$ cat src/dhp_map.svh
// Register offsets, field positions and reset values of the dual-channel host port.
`ifndef DHP_MAP_SVH
`define DHP_MAP_SVH
`define DHP_ADDR_HOLD 3'h0
`define DHP_ADDR_PCR 3'h4
`define DHP_ADDR_LINE 3'h5
`define DHP_PCR_OUT2_BIT 3
`define DHP_LINE_RXDATA_BIT 0
`define DHP_LINE_THR_EMPTY_BIT 5
`define DHP_LINE_TX_EMPTY_BIT 6
`define DHP_BYTE_RESET 8'h00
`define DHP_PCR_RESET 8'h00
`endif

$ cat src/dhp_pkg.sv
// Types shared by the host port and its channel register blocks.
package dhp_pkg;
	typedef logic [7:0] dhp_byte_type;
	typedef logic [2:0] dhp_addr_type;
	typedef enum logic [2:0] {
		DHP_IDLE = 3'h1,
		DHP_READ = 3'h2,
		DHP_WRITE = 3'h4
	} dhp_bus_state_type;
endpackage : dhp_pkg

$ cat src/dhp_chan.sv
// Register block of one channel: holding registers, port control and ready outputs.
`timescale 1ns/1ps
`include "dhp_map.svh"
module dhp_chan (
	// Clock and reset
	input wire logic clk,
	input wire logic rst_n,
	// Access from the host port
	input wire logic rd_pulse,
	input wire logic wr_pulse,
	input wire dhp_pkg::dhp_addr_type addr,
	input wire dhp_pkg::dhp_byte_type wdata,
	output dhp_pkg::dhp_byte_type rdata,
	// Serial side of the channel
	output dhp_pkg::dhp_byte_type tx_data,
	output logic tx_valid,
	input wire logic tx_take,
	input wire dhp_pkg::dhp_byte_type rx_data,
	input wire logic rx_push,
	input wire logic irq_req,
	// Pins
	output logic irq_out,
	output logic irq_oe,
	output logic user_output_n,
	output logic tx_ready_n,
	output logic rx_ready_n
);
	import dhp_pkg::*;

	// ****************************************
	// Register state
	// ****************************************
	dhp_byte_type regs_q [8];
	dhp_byte_type regs_d [8];
	dhp_byte_type tx_hold_q, tx_hold_d, rx_hold_q, rx_hold_d, pcr_q, pcr_d, rdata_q, rdata_d;
	logic tx_full_q, tx_full_d, rx_full_q, rx_full_d;
	logic irq_out_q, irq_out_d, irq_oe_q, irq_oe_d, user_n_q, user_n_d;
	logic tx_rdy_n_q, tx_rdy_n_d, rx_rdy_n_q, rx_rdy_n_d;
	logic hold_wr, hold_rd;

	always_comb begin
		hold_wr = wr_pulse && (addr == `DHP_ADDR_HOLD);
		hold_rd = rd_pulse && (addr == `DHP_ADDR_HOLD);
		regs_d = regs_q;
		tx_hold_d = tx_hold_q;
		pcr_d = pcr_q;
		rdata_d = rdata_q;
		rx_hold_d = rx_push ? rx_data : rx_hold_q;
		// A new byte wins over the consuming access in the same cycle, so nothing is lost.
		tx_full_d = hold_wr ? 1'b1 : (tx_take ? 1'b0 : tx_full_q);
		rx_full_d = rx_push ? 1'b1 : (hold_rd ? 1'b0 : rx_full_q);
		if (wr_pulse) begin
			case (addr)
				`DHP_ADDR_HOLD: tx_hold_d = wdata;
				`DHP_ADDR_PCR: pcr_d = wdata;
				`DHP_ADDR_LINE: pcr_d = pcr_q;
				default: regs_d[addr] = wdata;
			endcase
		end
		if (rd_pulse) begin
			case (addr)
				`DHP_ADDR_HOLD: rdata_d = rx_hold_q;
				`DHP_ADDR_PCR: rdata_d = pcr_q;
				`DHP_ADDR_LINE: begin
					rdata_d = `DHP_BYTE_RESET;
					rdata_d[`DHP_LINE_RXDATA_BIT] = rx_full_q;
					rdata_d[`DHP_LINE_THR_EMPTY_BIT] = !tx_full_q;
					rdata_d[`DHP_LINE_TX_EMPTY_BIT] = !tx_full_q;
				end
				default: rdata_d = regs_q[addr];
			endcase
		end
		// Interrupt pin is driven only while the control bit is one; user output is its complement.
		irq_oe_d = pcr_d[`DHP_PCR_OUT2_BIT];
		user_n_d = !pcr_d[`DHP_PCR_OUT2_BIT];
		irq_out_d = irq_req;
		// Single-byte mode encoding: ready while the holding register can take or give a byte.
		tx_rdy_n_d = tx_full_d;
		rx_rdy_n_d = !rx_full_d;
	end

	always_ff @(posedge clk or negedge rst_n) begin
		if (!rst_n) begin
			for (int i = 0; i < 8; i++) begin
				regs_q[i] <= `DHP_BYTE_RESET;
			end
			tx_hold_q <= `DHP_BYTE_RESET;
			rx_hold_q <= `DHP_BYTE_RESET;
			pcr_q <= `DHP_PCR_RESET;
			rdata_q <= `DHP_BYTE_RESET;
			tx_full_q <= 1'b0;
			rx_full_q <= 1'b0;
			irq_out_q <= 1'b0;
			irq_oe_q <= 1'b0;
			user_n_q <= 1'b1;
			tx_rdy_n_q <= 1'b0;
			rx_rdy_n_q <= 1'b1;
		end else begin
			regs_q <= regs_d;
			tx_hold_q <= tx_hold_d;
			rx_hold_q <= rx_hold_d;
			pcr_q <= pcr_d;
			rdata_q <= rdata_d;
			tx_full_q <= tx_full_d;
			rx_full_q <= rx_full_d;
			irq_out_q <= irq_out_d;
			irq_oe_q <= irq_oe_d;
			user_n_q <= user_n_d;
			tx_rdy_n_q <= tx_rdy_n_d;
			rx_rdy_n_q <= rx_rdy_n_d;
		end
	end

	assign rdata = rdata_q;
	assign tx_data = tx_hold_q;
	assign tx_valid = tx_full_q;
	assign irq_out = irq_out_q;
	assign irq_oe = irq_oe_q;
	assign user_output_n = user_n_q;
	assign tx_ready_n = tx_rdy_n_q;
	assign rx_ready_n = rx_rdy_n_q;

	// ****************************************
	// Assertions
	// ****************************************
	AST_PCR_ON: assert property (@(posedge clk) disable iff (!rst_n)
		wr_pulse && addr == `DHP_ADDR_PCR && wdata[`DHP_PCR_OUT2_BIT] |=> irq_oe && !user_output_n)
		else $error("Control bit set but interrupt pin not driven.");
	AST_PCR_OFF: assert property (@(posedge clk) disable iff (!rst_n)
		!pcr_q[`DHP_PCR_OUT2_BIT] |-> !irq_oe && user_output_n)
		else $error("Control bit clear but interrupt pin driven.");
	AST_TX_READY: assert property (@(posedge clk) disable iff (!rst_n)
		hold_wr |=> tx_ready_n ##1 (tx_ready_n || $past(tx_take)))
		else $error("Transmit ready still shown after a byte was written.");
	AST_RX_READY: assert property (@(posedge clk) disable iff (!rst_n)
		rx_push |=> !rx_ready_n)
		else $error("Receive ready not shown after a byte arrived.");
	AST_RX_DRAIN: assert property (@(posedge clk) disable iff (!rst_n)
		hold_rd && !rx_push |=> rx_ready_n)
		else $error("Receive ready still shown after the holding register was read.");
	COV_PCR_ON: cover property (@(posedge clk) disable iff (!rst_n) $rose(irq_oe));
	COV_RX_READ: cover property (@(posedge clk) disable iff (!rst_n) rx_push ##[1:20] hold_rd);
endmodule : dhp_chan

$ cat src/dhp_top.sv
// Parallel host port of a dual-channel serial controller, with per-channel pins.
// Summary of operation
// - Three address lines pick the channel register.
// - Eight-bit data bus, driven only on reads.
// - Read strobe fall fetches byte onto bus.
// - Write strobe rise stores the bus byte.
// - Channel A acts only while its select low.
// - Channel B acts only while its select low.
// - Channel A control bit one: interrupt driven, user low.
// - Channel A control bit zero: interrupt released, user high.
// - Channel B interrupt and user output follow its bit.
// - Channel A transmit ready, active low, from holding.
// - Channel A receive ready, active low, from holding.
// - Channel B transmit ready, active low, from holding.
// - Channel B receive ready, active low, from holding.
`timescale 1ns/1ps
`include "dhp_map.svh"
module dhp_top (
	// Clock and reset
	input wire logic ref_clk,
	input wire logic resetn,
	// Host bus
	input wire dhp_pkg::dhp_addr_type addr,
	input wire dhp_pkg::dhp_byte_type data_in,
	output dhp_pkg::dhp_byte_type data_out,
	output logic data_oe,
	input wire logic read_strobe_n,
	input wire logic write_strobe_n,
	input wire logic chan_a_select_n,
	input wire logic chan_b_select_n,
	// Channel A pins
	output logic chan_a_irq,
	output logic chan_a_irq_oe,
	output logic chan_a_user_output_n,
	output logic chan_a_tx_ready_n,
	output logic chan_a_rx_ready_n,
	// Channel B pins
	output logic chan_b_irq,
	output logic chan_b_irq_oe,
	output logic chan_b_user_output_n,
	output logic chan_b_tx_ready_n,
	output logic chan_b_rx_ready_n,
	// Channel A serial side
	output dhp_pkg::dhp_byte_type chan_a_tx_data,
	output logic chan_a_tx_valid,
	input wire logic chan_a_tx_take,
	input wire dhp_pkg::dhp_byte_type chan_a_rx_data,
	input wire logic chan_a_rx_push,
	input wire logic chan_a_irq_req,
	// Channel B serial side
	output dhp_pkg::dhp_byte_type chan_b_tx_data,
	output logic chan_b_tx_valid,
	input wire logic chan_b_tx_take,
	input wire dhp_pkg::dhp_byte_type chan_b_rx_data,
	input wire logic chan_b_rx_push,
	input wire logic chan_b_irq_req
);
	import dhp_pkg::*;

	// ****************************************
	// Reset release
	// ****************************************
	logic rst_meta_q, rst_n_q;

	always_ff @(posedge ref_clk or negedge resetn) begin
		if (!resetn) begin
			rst_meta_q <= 1'b0;
			rst_n_q <= 1'b0;
		end else begin
			rst_meta_q <= 1'b1;
			rst_n_q <= rst_meta_q;
		end
	end

	// ****************************************
	// Strobe framing
	// ****************************************
	dhp_bus_state_type state_q, state_d;
	dhp_addr_type addr_q, addr_d;
	dhp_byte_type wdata_q, wdata_d, data_out_q, data_out_d;
	logic sel_b_q, sel_b_d, rd_pulse_q, rd_pulse_d, wr_pulse_q, wr_pulse_d, data_oe_q, data_oe_d;
	logic sel_a_in, sel_b_in, sel_one;
	dhp_byte_type rdata_a, rdata_b;

	always_comb begin
		sel_a_in = !chan_a_select_n;
		sel_b_in = !chan_b_select_n;
		// A cycle selecting both channels is ignored outright rather than writing two channels.
		sel_one = sel_a_in ^ sel_b_in;
		state_d = state_q;
		addr_d = addr_q;
		wdata_d = wdata_q;
		sel_b_d = sel_b_q;
		rd_pulse_d = 1'b0;
		wr_pulse_d = 1'b0;
		data_out_d = data_out_q;
		case (state_q)
			DHP_IDLE: begin
				if (sel_one && !read_strobe_n && write_strobe_n) begin
					state_d = DHP_READ;
					rd_pulse_d = 1'b1;
					addr_d = addr;
					sel_b_d = sel_b_in;
				end else if (sel_one && !write_strobe_n && read_strobe_n) begin
					state_d = DHP_WRITE;
					addr_d = addr;
					wdata_d = data_in;
					sel_b_d = sel_b_in;
				end
			end
			DHP_READ: begin
				data_out_d = sel_b_q ? rdata_b : rdata_a;
				if (read_strobe_n) begin
					state_d = DHP_IDLE;
				end
			end
			DHP_WRITE: begin
				if (write_strobe_n) begin
					// The byte and address held in the last low cycle are stored at the rising edge.
					state_d = DHP_IDLE;
					wr_pulse_d = 1'b1;
				end else begin
					addr_d = addr;
					wdata_d = data_in;
				end
			end
			default: state_d = DHP_IDLE;
		endcase
		// The bus is driven only while a selected read strobe stays low.
		data_oe_d = (state_d == DHP_READ) && ((sel_b_q ? sel_b_in : sel_a_in) || state_q == DHP_IDLE);
	end

	always_ff @(posedge ref_clk or negedge rst_n_q) begin
		if (!rst_n_q) begin
			state_q <= DHP_IDLE;
			addr_q <= `DHP_ADDR_HOLD;
			wdata_q <= `DHP_BYTE_RESET;
			sel_b_q <= 1'b0;
			rd_pulse_q <= 1'b0;
			wr_pulse_q <= 1'b0;
			data_out_q <= `DHP_BYTE_RESET;
			data_oe_q <= 1'b0;
		end else begin
			state_q <= state_d;
			addr_q <= addr_d;
			wdata_q <= wdata_d;
			sel_b_q <= sel_b_d;
			rd_pulse_q <= rd_pulse_d;
			wr_pulse_q <= wr_pulse_d;
			data_out_q <= data_out_d;
			data_oe_q <= data_oe_d;
		end
	end

	assign data_out = data_out_q;
	assign data_oe = data_oe_q;

	// ****************************************
	// Channels
	// ****************************************
	dhp_chan u_chan_a (
		.clk(ref_clk),
		.rst_n(rst_n_q),
		.rd_pulse(rd_pulse_q && !sel_b_q),
		.wr_pulse(wr_pulse_q && !sel_b_q),
		.addr(addr_q),
		.wdata(wdata_q),
		.rdata(rdata_a),
		.tx_data(chan_a_tx_data),
		.tx_valid(chan_a_tx_valid),
		.tx_take(chan_a_tx_take),
		.rx_data(chan_a_rx_data),
		.rx_push(chan_a_rx_push),
		.irq_req(chan_a_irq_req),
		.irq_out(chan_a_irq),
		.irq_oe(chan_a_irq_oe),
		.user_output_n(chan_a_user_output_n),
		.tx_ready_n(chan_a_tx_ready_n),
		.rx_ready_n(chan_a_rx_ready_n)
	);

	dhp_chan u_chan_b (
		.clk(ref_clk),
		.rst_n(rst_n_q),
		.rd_pulse(rd_pulse_q && sel_b_q),
		.wr_pulse(wr_pulse_q && sel_b_q),
		.addr(addr_q),
		.wdata(wdata_q),
		.rdata(rdata_b),
		.tx_data(chan_b_tx_data),
		.tx_valid(chan_b_tx_valid),
		.tx_take(chan_b_tx_take),
		.rx_data(chan_b_rx_data),
		.rx_push(chan_b_rx_push),
		.irq_req(chan_b_irq_req),
		.irq_out(chan_b_irq),
		.irq_oe(chan_b_irq_oe),
		.user_output_n(chan_b_user_output_n),
		.tx_ready_n(chan_b_tx_ready_n),
		.rx_ready_n(chan_b_rx_ready_n)
	);

	// ****************************************
	// Assertions
	// ****************************************
	AST_ADDR_TAKEN: assert property (@(posedge ref_clk) disable iff (!rst_n_q)
		rd_pulse_q |-> addr_q == $past(addr))
		else $error("Read address not taken from the address lines.");
	AST_OE_READ_ONLY: assert property (@(posedge ref_clk) disable iff (!rst_n_q)
		data_oe_q |-> $past(!read_strobe_n) && $past(write_strobe_n || state_q == DHP_READ))
		else $error("Data bus driven outside a read.");
	AST_NO_OE_WRITE: assert property (@(posedge ref_clk) disable iff (!rst_n_q)
		state_q == DHP_WRITE |-> !data_oe_q)
		else $error("Data bus driven during a write.");
	AST_READ_DATA: assert property (@(posedge ref_clk) disable iff (!rst_n_q)
		rd_pulse_q ##1 state_q == DHP_READ |=> data_out_q == $past(sel_b_q ? rdata_b : rdata_a))
		else $error("Read byte not placed on the bus two cycles after the strobe fall.");
	AST_WRITE_RISE: assert property (@(posedge ref_clk) disable iff (!rst_n_q)
		$past(state_q == DHP_WRITE) && $rose(write_strobe_n) |=> wr_pulse_q && wdata_q == $past(data_in, 2)
		&& addr_q == $past(addr, 2))
		else $error("Write not issued at the strobe rising edge.");
	AST_SEL_A: assert property (@(posedge ref_clk) disable iff (!rst_n_q)
		rd_pulse_q && !sel_b_q |-> $past(!chan_a_select_n && chan_b_select_n))
		else $error("Channel A accessed without its select.");
	AST_SEL_B: assert property (@(posedge ref_clk) disable iff (!rst_n_q)
		rd_pulse_q && sel_b_q |-> $past(!chan_b_select_n && chan_a_select_n))
		else $error("Channel B accessed without its select.");
	// A read may legally start in the idle cycle that issues a write, so each pulse is checked on its own.
	AST_PULSE_ONE: assert property (@(posedge ref_clk) disable iff (!rst_n_q)
		(rd_pulse_q |=> !rd_pulse_q) and (wr_pulse_q |=> !wr_pulse_q))
		else $error("Access pulse longer than one cycle.");
	COV_READ_A: cover property (@(posedge ref_clk) disable iff (!rst_n_q) rd_pulse_q && !sel_b_q);
	COV_WRITE_B: cover property (@(posedge ref_clk) disable iff (!rst_n_q) wr_pulse_q && sel_b_q);
	COV_BOTH_SEL: cover property (@(posedge ref_clk) disable iff (!rst_n_q)
		!chan_a_select_n && !chan_b_select_n && !read_strobe_n);
endmodule : dhp_top

$ cat config.mk
export PLATFORM = sky130hd
export DESIGN_NAME = dhp_top
export DESIGN_NICKNAME = d
export VERILOG_FILES = /design/src/dhp_pkg.sv /design/src/dhp_chan.sv /design/src/dhp_top.sv
export VERILOG_INCLUDE_DIRS = /design/src
export SDC_FILE = /design/constraint.sdc
export NUM_CORES = 1
export LEC_CHECK = 0
export ABC_AREA = 1
export BUFFER_PORTS_ARGS = -buffer_cell sky130_fd_sc_hd__buf_4
export CORE_ASPECT_RATIO = 0.7
export CORE_MARGIN = 5
export CORE_UTILIZATION = 40
export CTS_BUF_LIST = sky130_fd_sc_hd__clkbuf_16
export CTS_CLUSTER_SIZE = 20
export DETAILED_ROUTE_END_ITERATION = 10
export MAX_ROUTING_LAYER = met4
export PLACE_DENSITY = 0.62
export SLEW_MARGIN = 20
export SYNTH_ARGS = -nofsm -noshare
export SYNTH_HDL_FRONTEND = slang
export SYNTH_SLANG_ARGS = --single-unit
export TNS_END_PERCENT = 100
$ cat constraint.sdc
create_clock -name ref_clk -period 5.65 [get_ports ref_clk]
set_input_delay 0.2825 -clock ref_clk [delete_from_list [all_inputs] [get_ports ref_clk]]
set_output_delay 0.2825 -clock ref_clk [all_outputs]
set_load 0.02 [all_outputs]
==> results by stage, run 1 <==
Detailed routing:
- The starting DRC count in detailed routing is 584.
- The routed design has 20470 µm of wire.
- The number of nets with antenna violations after detailed routing is 0.
- For this run, design rule violations remaining after detail routing come to 0.
- For this run, the detailed router's first-pass iteration total came to 5.
- The detail-routed via count per cell is 5.021.
- After detailed routing, the average wire length per cell comes to 16.22 µm.
- The total via count in the routed design is 6336.

Clock network:
- After clock tree synthesis, the clock-pin slew on the worst setup and hold paths is 0.07 ns.
- The number of resized instances in the post-cts repair step is 0.
- The H-tree depth is 4.
- The CTS sink count is 182.
- The clock tree from TritonCTS is yes.
- The tree is rooted in a clkbuf_16.
- The clock latency of the later-clocked register in the worst-skew pair is 0.44 ns.
- No sink is reached through more buffers than the 2 on the longest clock path.
- Buffers inserted during clock tree synthesis total 17.

Setup path:
- The dominant cell type by count on the critical path is nand2_1.
- The maximum fanout along the worst path is 20.
- The arrival time of the worst setup path is 3.04 ns.
- The maximum single-stage delay on the critical path is 0.75 ns.
- The launch point of the critical path is addr_q[2].
- The critical path class is reg2reg.
- The worst register-to-register path begins at addr_q[2].
- The worst-path cell with the longest stage delay is dfrtp_1.
- Walking the worst path, the cells encountered are buf_4, nand2_4, nor2_1, nand2_1, nand2_1, o21ai_0.
- The number of cells on the worst reg-to-reg path is 6.
- The worst register-to-register path has a setup slack of 2.90 ns.
- The worst register-to-register path ends at u_chan_b.regs_q[13].
- The worst setup path is launched from a flip-flop.
- The required time of the critical path is 5.94 ns.
- The worst setup path is captured at a flip-flop.

Power and ir drop:
- Summing internal, switching and leakage power gives 0.004407 W.
- The leakage dissipation is 4.506 nW.
- VDD sags by at most 0.0002418 V.
- The power density normalized to cell area is 474.3 nW/µm².

Logic synthesis:
- The mean area per synthesized cell is 8.622 µm².
- By count the netlist is led by 254 x nand2_1, 177 x dfrtp_1, 117 x o21ai_0.
- The async set-reset flop share out of synthesis is 1.000.
- After synthesis, the netlist uses 32 different library cells.
- The share of Yosys cell area claimed by the top area cell type is 0.5542.
- The predominant post-synthesis flop cell is dfrtp_1.
- Ranked by total cell area, the synthesized netlist is headed by dfrtp_1 55%, nand2_1 12%, o21ai_0 7.3%, nand3_1 4.9%, nor2_1 4.5%.
- The synthesized design contains 0 enable-type register cells.
- Counting every net in the synthesized netlist gives 966.
- During synthesis, Yosys emitted a total of 0 warnings.
- The cell count after synthesis is 927.
- The sequential area share after synthesis is 0.5706.
- The synthesized design spends more area on one cell type than any other, namely dfrtp_1.
- The cell area after synthesis is 7993 µm².
- Counting flops and latches in the post-synthesis netlist gives 182.
- nand2_1 is the most common cell in the netlist.

Hold path:
- The hold path startpoint is chan_b_tx_take.
- The cell depth of the worst hold path is 2.
- The tightest min-delay check is of the in2reg type.
- For hold timing, the worst endpoint is u_chan_b.tx_valid.

Global route:
- The first-pass GRT wire length is 33470 µm.
- Entering global routing, the biggest net connects 113 pins.
- The remaining global-route overflow is 0.
- The number of antenna violations at the first check in global routing came to 0.
- The number of global-route vias before repair is 6163.
- Across every metal layer, demand over resource in global routing totals 0.1935.

Die:
- Measured along the y axis, the die boundary spans 128.3 µm.
- The floorplan has 43 rows.
- The total die area is 22950 µm².
- The starting utilization of the core area is 0.4048.
- The core box area is 19750 µm².
- The die width is 179.0 µm.
- 76 I/O pins were placed.

Cells and area:
- The area of all sequential standard cells is 4564 µm².
- The number of antenna repair diodes is 0.
- For this run, the post-layout net count is 1018.
- The share of post-route cells with drive strength above 1 is 0.1643.
- The area growth from synthesis to layout is 16.25%.
- The multi-input gate area in the final layout is 2912 µm².
- Fill cells in the final layout number 1959.

Outcome:
- The flow ran to the end, and the final reports show no timing, DRC or antenna violations.

Place:
- The port buffer count is 75.
- The congestion estimate from routability-driven global placement came to 0.8427.
- The wire-length estimate of the detail-placed layout is 14120 µm.

Timing:
- The number of hold violations in the final report came to 0.
- The final worst clock skew is 0.007627 ns.
- Setup repair after global routing left no endpoint under its margin.
- At the pin with the least slew margin, the transition time is 1.043 ns.
- The final-report max-slew violation count came to 0.
- Of the available clock period, the critical path in the final layout requires 0.4867.
- The aggregate negative setup slack is 0 ns.
- For this run, the top clock speed supported by timing is 363.7 MHz.
- Headroom to the max-slew limit came out at 0.3045.
- For the finished layout, the period the worst path requires is 2.750 ns.
- The count of endpoints failing setup in the final report is 0.

Flow run:
- Across the run, the number of max-cap violations was 0.
area by class of cell:
class,instances,share of cell area
tap,270,0.03636
multi-input combinational,626,0.3134
inverter,70,0.02828
clock buffer,17,0.04579
timing repair buffer,82,0.06841
sequential,182,0.4912
clock inverter,15,0.01656
repair_timing:
| action | 4_1_cts | 5_1_grt |
|---|---|---|
| hold endpoints to repair | 4 | 0 |
| hold buffers | 3 | 0 |
| setup buffers | 0 | 0 |
through the flow:
| step | hold slack (ns) | std cells | cell area (µm²) | utilization | setup WS (ns) |
|---|---|---|---|---|---|
| floorplan | -0.01309 | 927 | 7993 | - | 0.2118 |
| global placement | 0.06637 | 1227 | 8682 | 0.4397 | 2.984 |
| detailed placement | 0.06579 | 1227 | 8682 | 0.4397 | 2.899 |
| CTS | 0.01661 | 1262 | 9291 | 0.4706 | 2.893 |
| global route | 0.03013 | 1262 | 9291 | 0.4706 | 2.565 |
| finish | 0.02539 | 1262 | 9291 | 0.4706 | 2.900 |
worst max-delay path by stage:
stage          slack, ns  cells past startpoint                   to
4_1_cts             2.89                      6   u_chan_b.regs_q[8]
3_3_place_gp        2.98                      6  u_chan_b.regs_q[14]
5_1_grt             2.56                      6   u_chan_b.regs_q[8]
6_report            2.90                      6  u_chan_b.regs_q[13]
3_5_place_dp        2.90                      6   u_chan_b.regs_q[8]
2_1_floorplan       0.21                      0            addr_q[0]
registers in the layout, summed over array words and instances, names as in the netlist, 3 cells and up:
register,count
wdata_q,8
u_chan_b.rx_hold_q,8
u_chan_b.pcr_q,8
addr_q,3
u_chan_a.rdata,8
state_q,3
u_chan_a.pcr_q,8
u_chan_b.tx_data,8
u_chan_b.regs_q,40
u_chan_b.rdata,8
u_chan_a.rx_hold_q,8
data_out,8
u_chan_a.regs_q,40
u_chan_a.tx_data,8
report_power, final:
part	leakage [nW]	switching, W	internal (W)
clock network	0.277	0.000519	0.000653
logic	1.87	0.000947	0.000457
registers	2.36	0.000260	0.00157
total	4.51	0.00173	0.00268
placed cells by master, fill, tap and decap left out:
cell / instances
mux2_2: 16
o21a_1: 1
clkinvlp_4: 3
o21ai_2: 2
clkinv_1: 3
dfrtp_1: 176
nand2_4: 1
nand2_1: 254
o21ai_0: 117
dlygate4sd3_1: 3
conb_1: 1
a21oi_4: 1
nor2_8: 1
nand3_2: 1
inv_6: 3
clkbuf_16: 17
inv_2: 5
inv_1: 63
clkinv_2: 3
nor2_1: 95
dfstp_2: 5
nor3_2: 1
a21oi_1: 14
nand4_1: 2
buf_12: 1
bufinv_16: 2
clkinv_4: 3
o22ai_1: 2
nand3_1: 79
o31ai_1: 8
or2_2: 12
o211ai_1: 6
nor2_2: 3
buf_4: 78
dfrtp_4: 1
nand2_2: 4
o21ai_1: 5
worst max-delay path: cells and delay by family (launching register included):
family	cells	cell delay (ns)
compound gates	1	0.09
simple gates	4	1.35
flops	1	0.75
buf+inv	1	0.40
cell families after synthesis:
kind of cell           count (synthesis)  share of synthesized area
AO/OA/AOI/OAI                        156                     0.1050
flip-flops                           182                     0.5706
buffers and inverters                119                    0.06512
AND/OR/NAND/NOR                      453                     0.2362
multiplexers                          16                    0.02254
other                                  1                  0.0004692
routing by layer:
layer / routed length, µm / GRT usage / vias up / part of all wire
li1: - / - / 3080 / -
met5: 0 / - / - / 0
met3: 1261 / 0.04127 / 33 / 0.062
met1: 10470 / 0.2941 / 3033 / 0.51
met4: 295 / 0.05187 / 0 / 0.014
met2: 8444 / 0.2605 / 190 / 0.41
Power figures use the tool's default switching activity.
==> inputs of run 2 (changes only) <==
clock period = 2.4 ns   (was 5.65 ns; I/O delays follow)
==> results by stage, run 2 (synthesized netlist as in run 1, its figures left out) <==
Outcome:
- The run finished with clean final reports.

Detailed routing:
- The total iterations of the first detailed-routing run is 5.
- The per-cell routed wire length is 16.43 µm.
- The starting DRC count in detailed routing is 681.
- The final route contains 6553 vias.
- Dividing the detail-routed via count by the number of cells gives 4.983.
- The routed design has 21610 µm of wire.
- The count of nets left with antenna violations once routing finished came out at 0.
- The number of remaining DRC errors is 0.

Die:
- The die is 128.3 µm tall.
- The core box area is 19750 µm².
- The floorplan has 43 rows.
- The number of I/O pins is 76.
- The starting utilization of the core area is 0.4048.
- The total die area is 22950 µm².
- The die is 179.0 µm wide.

Setup path:
- Data on the critical path is required at its endpoint by 2.69 ns.
- The sort of element at the start of the critical path is a flip-flop.
- The type of element capturing the critical path is a flip-flop.
- In this run the worst path has a maximum fanout of 18.
- The dominant cell type by count on the critical path is nand2_1.
- The critical path goes through nand2_4, nor2_1, nand2_1, nand2_1, o21ai_0.
- The slowest stage of the critical path belongs to the cell dfrtp_1.
- Data on the critical path arrives at its endpoint at 2.30 ns.
- The maximum single-stage delay on the critical path is 0.81 ns.
- The critical path in this run is classified as reg2reg.

Timing:
- The number of hold violations in the final report is 0.
- Derived from the worst setup path, the maximum achievable clock frequency is 497.9 MHz.
- The final worst clock skew is 0.008504 ns.
- Setup violations remaining at the end of the flow were counted as 0.
- Setup repair after global routing left no endpoint under its margin.
- The headroom to the max-slew limit is 0.5087.
- Adding up every negative setup slack in the final design gives 0 ns.
- The slew at the pin closest to its max-slew limit is 0.7370 ns.
- Setup slack closes at 0.3915 ns.
- The time the worst path needs with I/O delays and setup is 2.009 ns.
- The final-report max-slew violation count is 0.
- Dividing the final minimum period by the clock period gives 0.8369.

Power and ir drop:
- For this design the ratio of total power to cell area is 1086 nW/µm².
- Summed over all cells, the static leakage comes to 4.746 nW.
- The largest vdd supply drop is 0.0005975 V.

Cells and area:
- The share of post-route cells with drive strength above 1 is 0.1742.
- Measured on the finished design, the core utilization comes to 0.4963.
- In the layout the commonest cells are 254 x nand2_1, 176 x dfrtp_1, 117 x o21ai_0, 95 x nor2_1, 95 x buf_4.
- Registers take 4564 µm².
- Counting the fill cells in the layout gives 1883.
- The largest registers in the layout are u_chan_a.regs_q (40), u_chan_b.regs_q (40).
- Relative to the synthesized area, the layout overhead comes to 22.60%.
- The most common cell after layout, fill and taps aside is nand2_1.
- The multi-input combinational cells in the finished layout cover a total of 2912 µm².
- The number of antenna repair diodes is 0.
- At the end of the flow, the number of nets in the layout was 1071.

Flow run:
- Across the run, the number of max-cap violations was 0.

Place:
- The half-perimeter wire length after placement is 14710 µm.
- Timing analysis after detailed placement gives a worst setup slack of 0.4257 ns.
- The placer's final routability congestion estimate is 0.8683.
- In this run the tool buffered the top-level ports with 75 buffer cells.

Clock network:
- In this run, CTS created clock tree buffers numbering 17.
- The clock tree from TritonCTS is yes.
- Counting along the longest clock path gives a buffer depth of 2.
- The root buffer cell chosen for the clock tree is clkbuf_16.
- Clock-pin slew was measured on the worst setup and hold paths at 0.07 ns.
- Buffers added to address setup during post-CTS repair amount to 0.
- The tree built by TritonCTS fans out to 182 sinks.
- The clock latency of the later-clocked register in the worst-skew pair is 0.44 ns.
- In this run the number of H-tree levels came out at 4.

Hold path:
- The worst min-delay path category is in2reg.

Global route:
- The met3 demand-to-capacity share in global routing is 0.04393.
- The overall routing resource usage is 0.2036.
- The met2 routing resource usage after global routing is 0.2673.
- For met1 alone, demand over resource in global routing was 0.3143.
- The busiest layer in global routing is met1.
- The largest net degree at the start of global routing is 50.
- The number of antenna violations at the first check in global routing is 0.
- The remaining global-route overflow is 0.
- The number of global-route vias before repair is 6236.
- The first global-routing pass estimated 34820 µm of wire.
## run 2: cell types whose count changed in the layout (fill, tap and decap cells not counted)
cell	before	now
clkinv_4	3	2
dlygate4sd3_1	3	37
inv_6	3	4
buf_12	1	3
buf_4	78	95
## run 2: routing by layer
layer,up-vias,routed length (µm)
li1,3180,-
met1,3154,11180
met2,195,8713
met3,24,1398
met4,0,315
met5,-,0
## run 2: worst paths after layout
path,start,to,slack (ns),depth (start not counted)
worst max-delay path,addr_q[1],u_chan_b.regs_q[10],0.39,5
worst min-delay path,write_strobe_n,wr_pulse_q,0.03,3
worst max register to register,addr_q[1],u_chan_b.regs_q[10],0.39,5
worst min register to register,rst_meta_q,rst_n_q,0.35,0
max in group asynchronous,rst_n_q,u_chan_b.user_output_n,1.27,1
min in group asynchronous,rst_n_q,wdata_q[6],0.37,0
## run 2: timing repair
item                      4_1_cts  5_1_grt
hold buffers                   37        0
hold endpoints to repair       37        0
resized for setup               0        0
## run 2: cell type report
cell class / count / area share
clock buffers: 17 / 0.04341
repair buffers: 135 / 0.1167
multi-input cells: 626 / 0.2971
inverters: 70 / 0.02681
well taps: 270 / 0.03447
flip-flops and latches: 182 / 0.4658
clock inverters: 15 / 0.01570
## run 2: power breakdown
group	switching [W]	internal [W]	total (W)	leakage, nW
combinational	0.00235	0.00122	0.00358	2.11
clock	0.00126	0.00154	0.00279	0.278
sequential	0.000570	0.00370	0.00427	2.36
## run 2: per-stage QoR
step / total power (W) / hold WS [ns] / instances / instance area, µm²
global placement: 0.007774 / -0.09612 / 1246 / 8850
global route: 0.01131 / 0.05016 / 1315 / 9799
detailed placement: 0.007819 / -0.09386 / 1246 / 8850
floorplan: 0.006506 / -0.1756 / 927 / 7996
CTS: 0.01069 / 0.01212 / 1315 / 9799
finish: 0.01064 / 0.03419 / 1315 / 9799
## run 2: critical path: cells and delay by family, from the launching register on
kind             cells  cell delay, ns
flip-flops           1            0.81
AND/OR/NAND/NOR      4            0.96
AO/OA/AOI/OAI        1            0.09
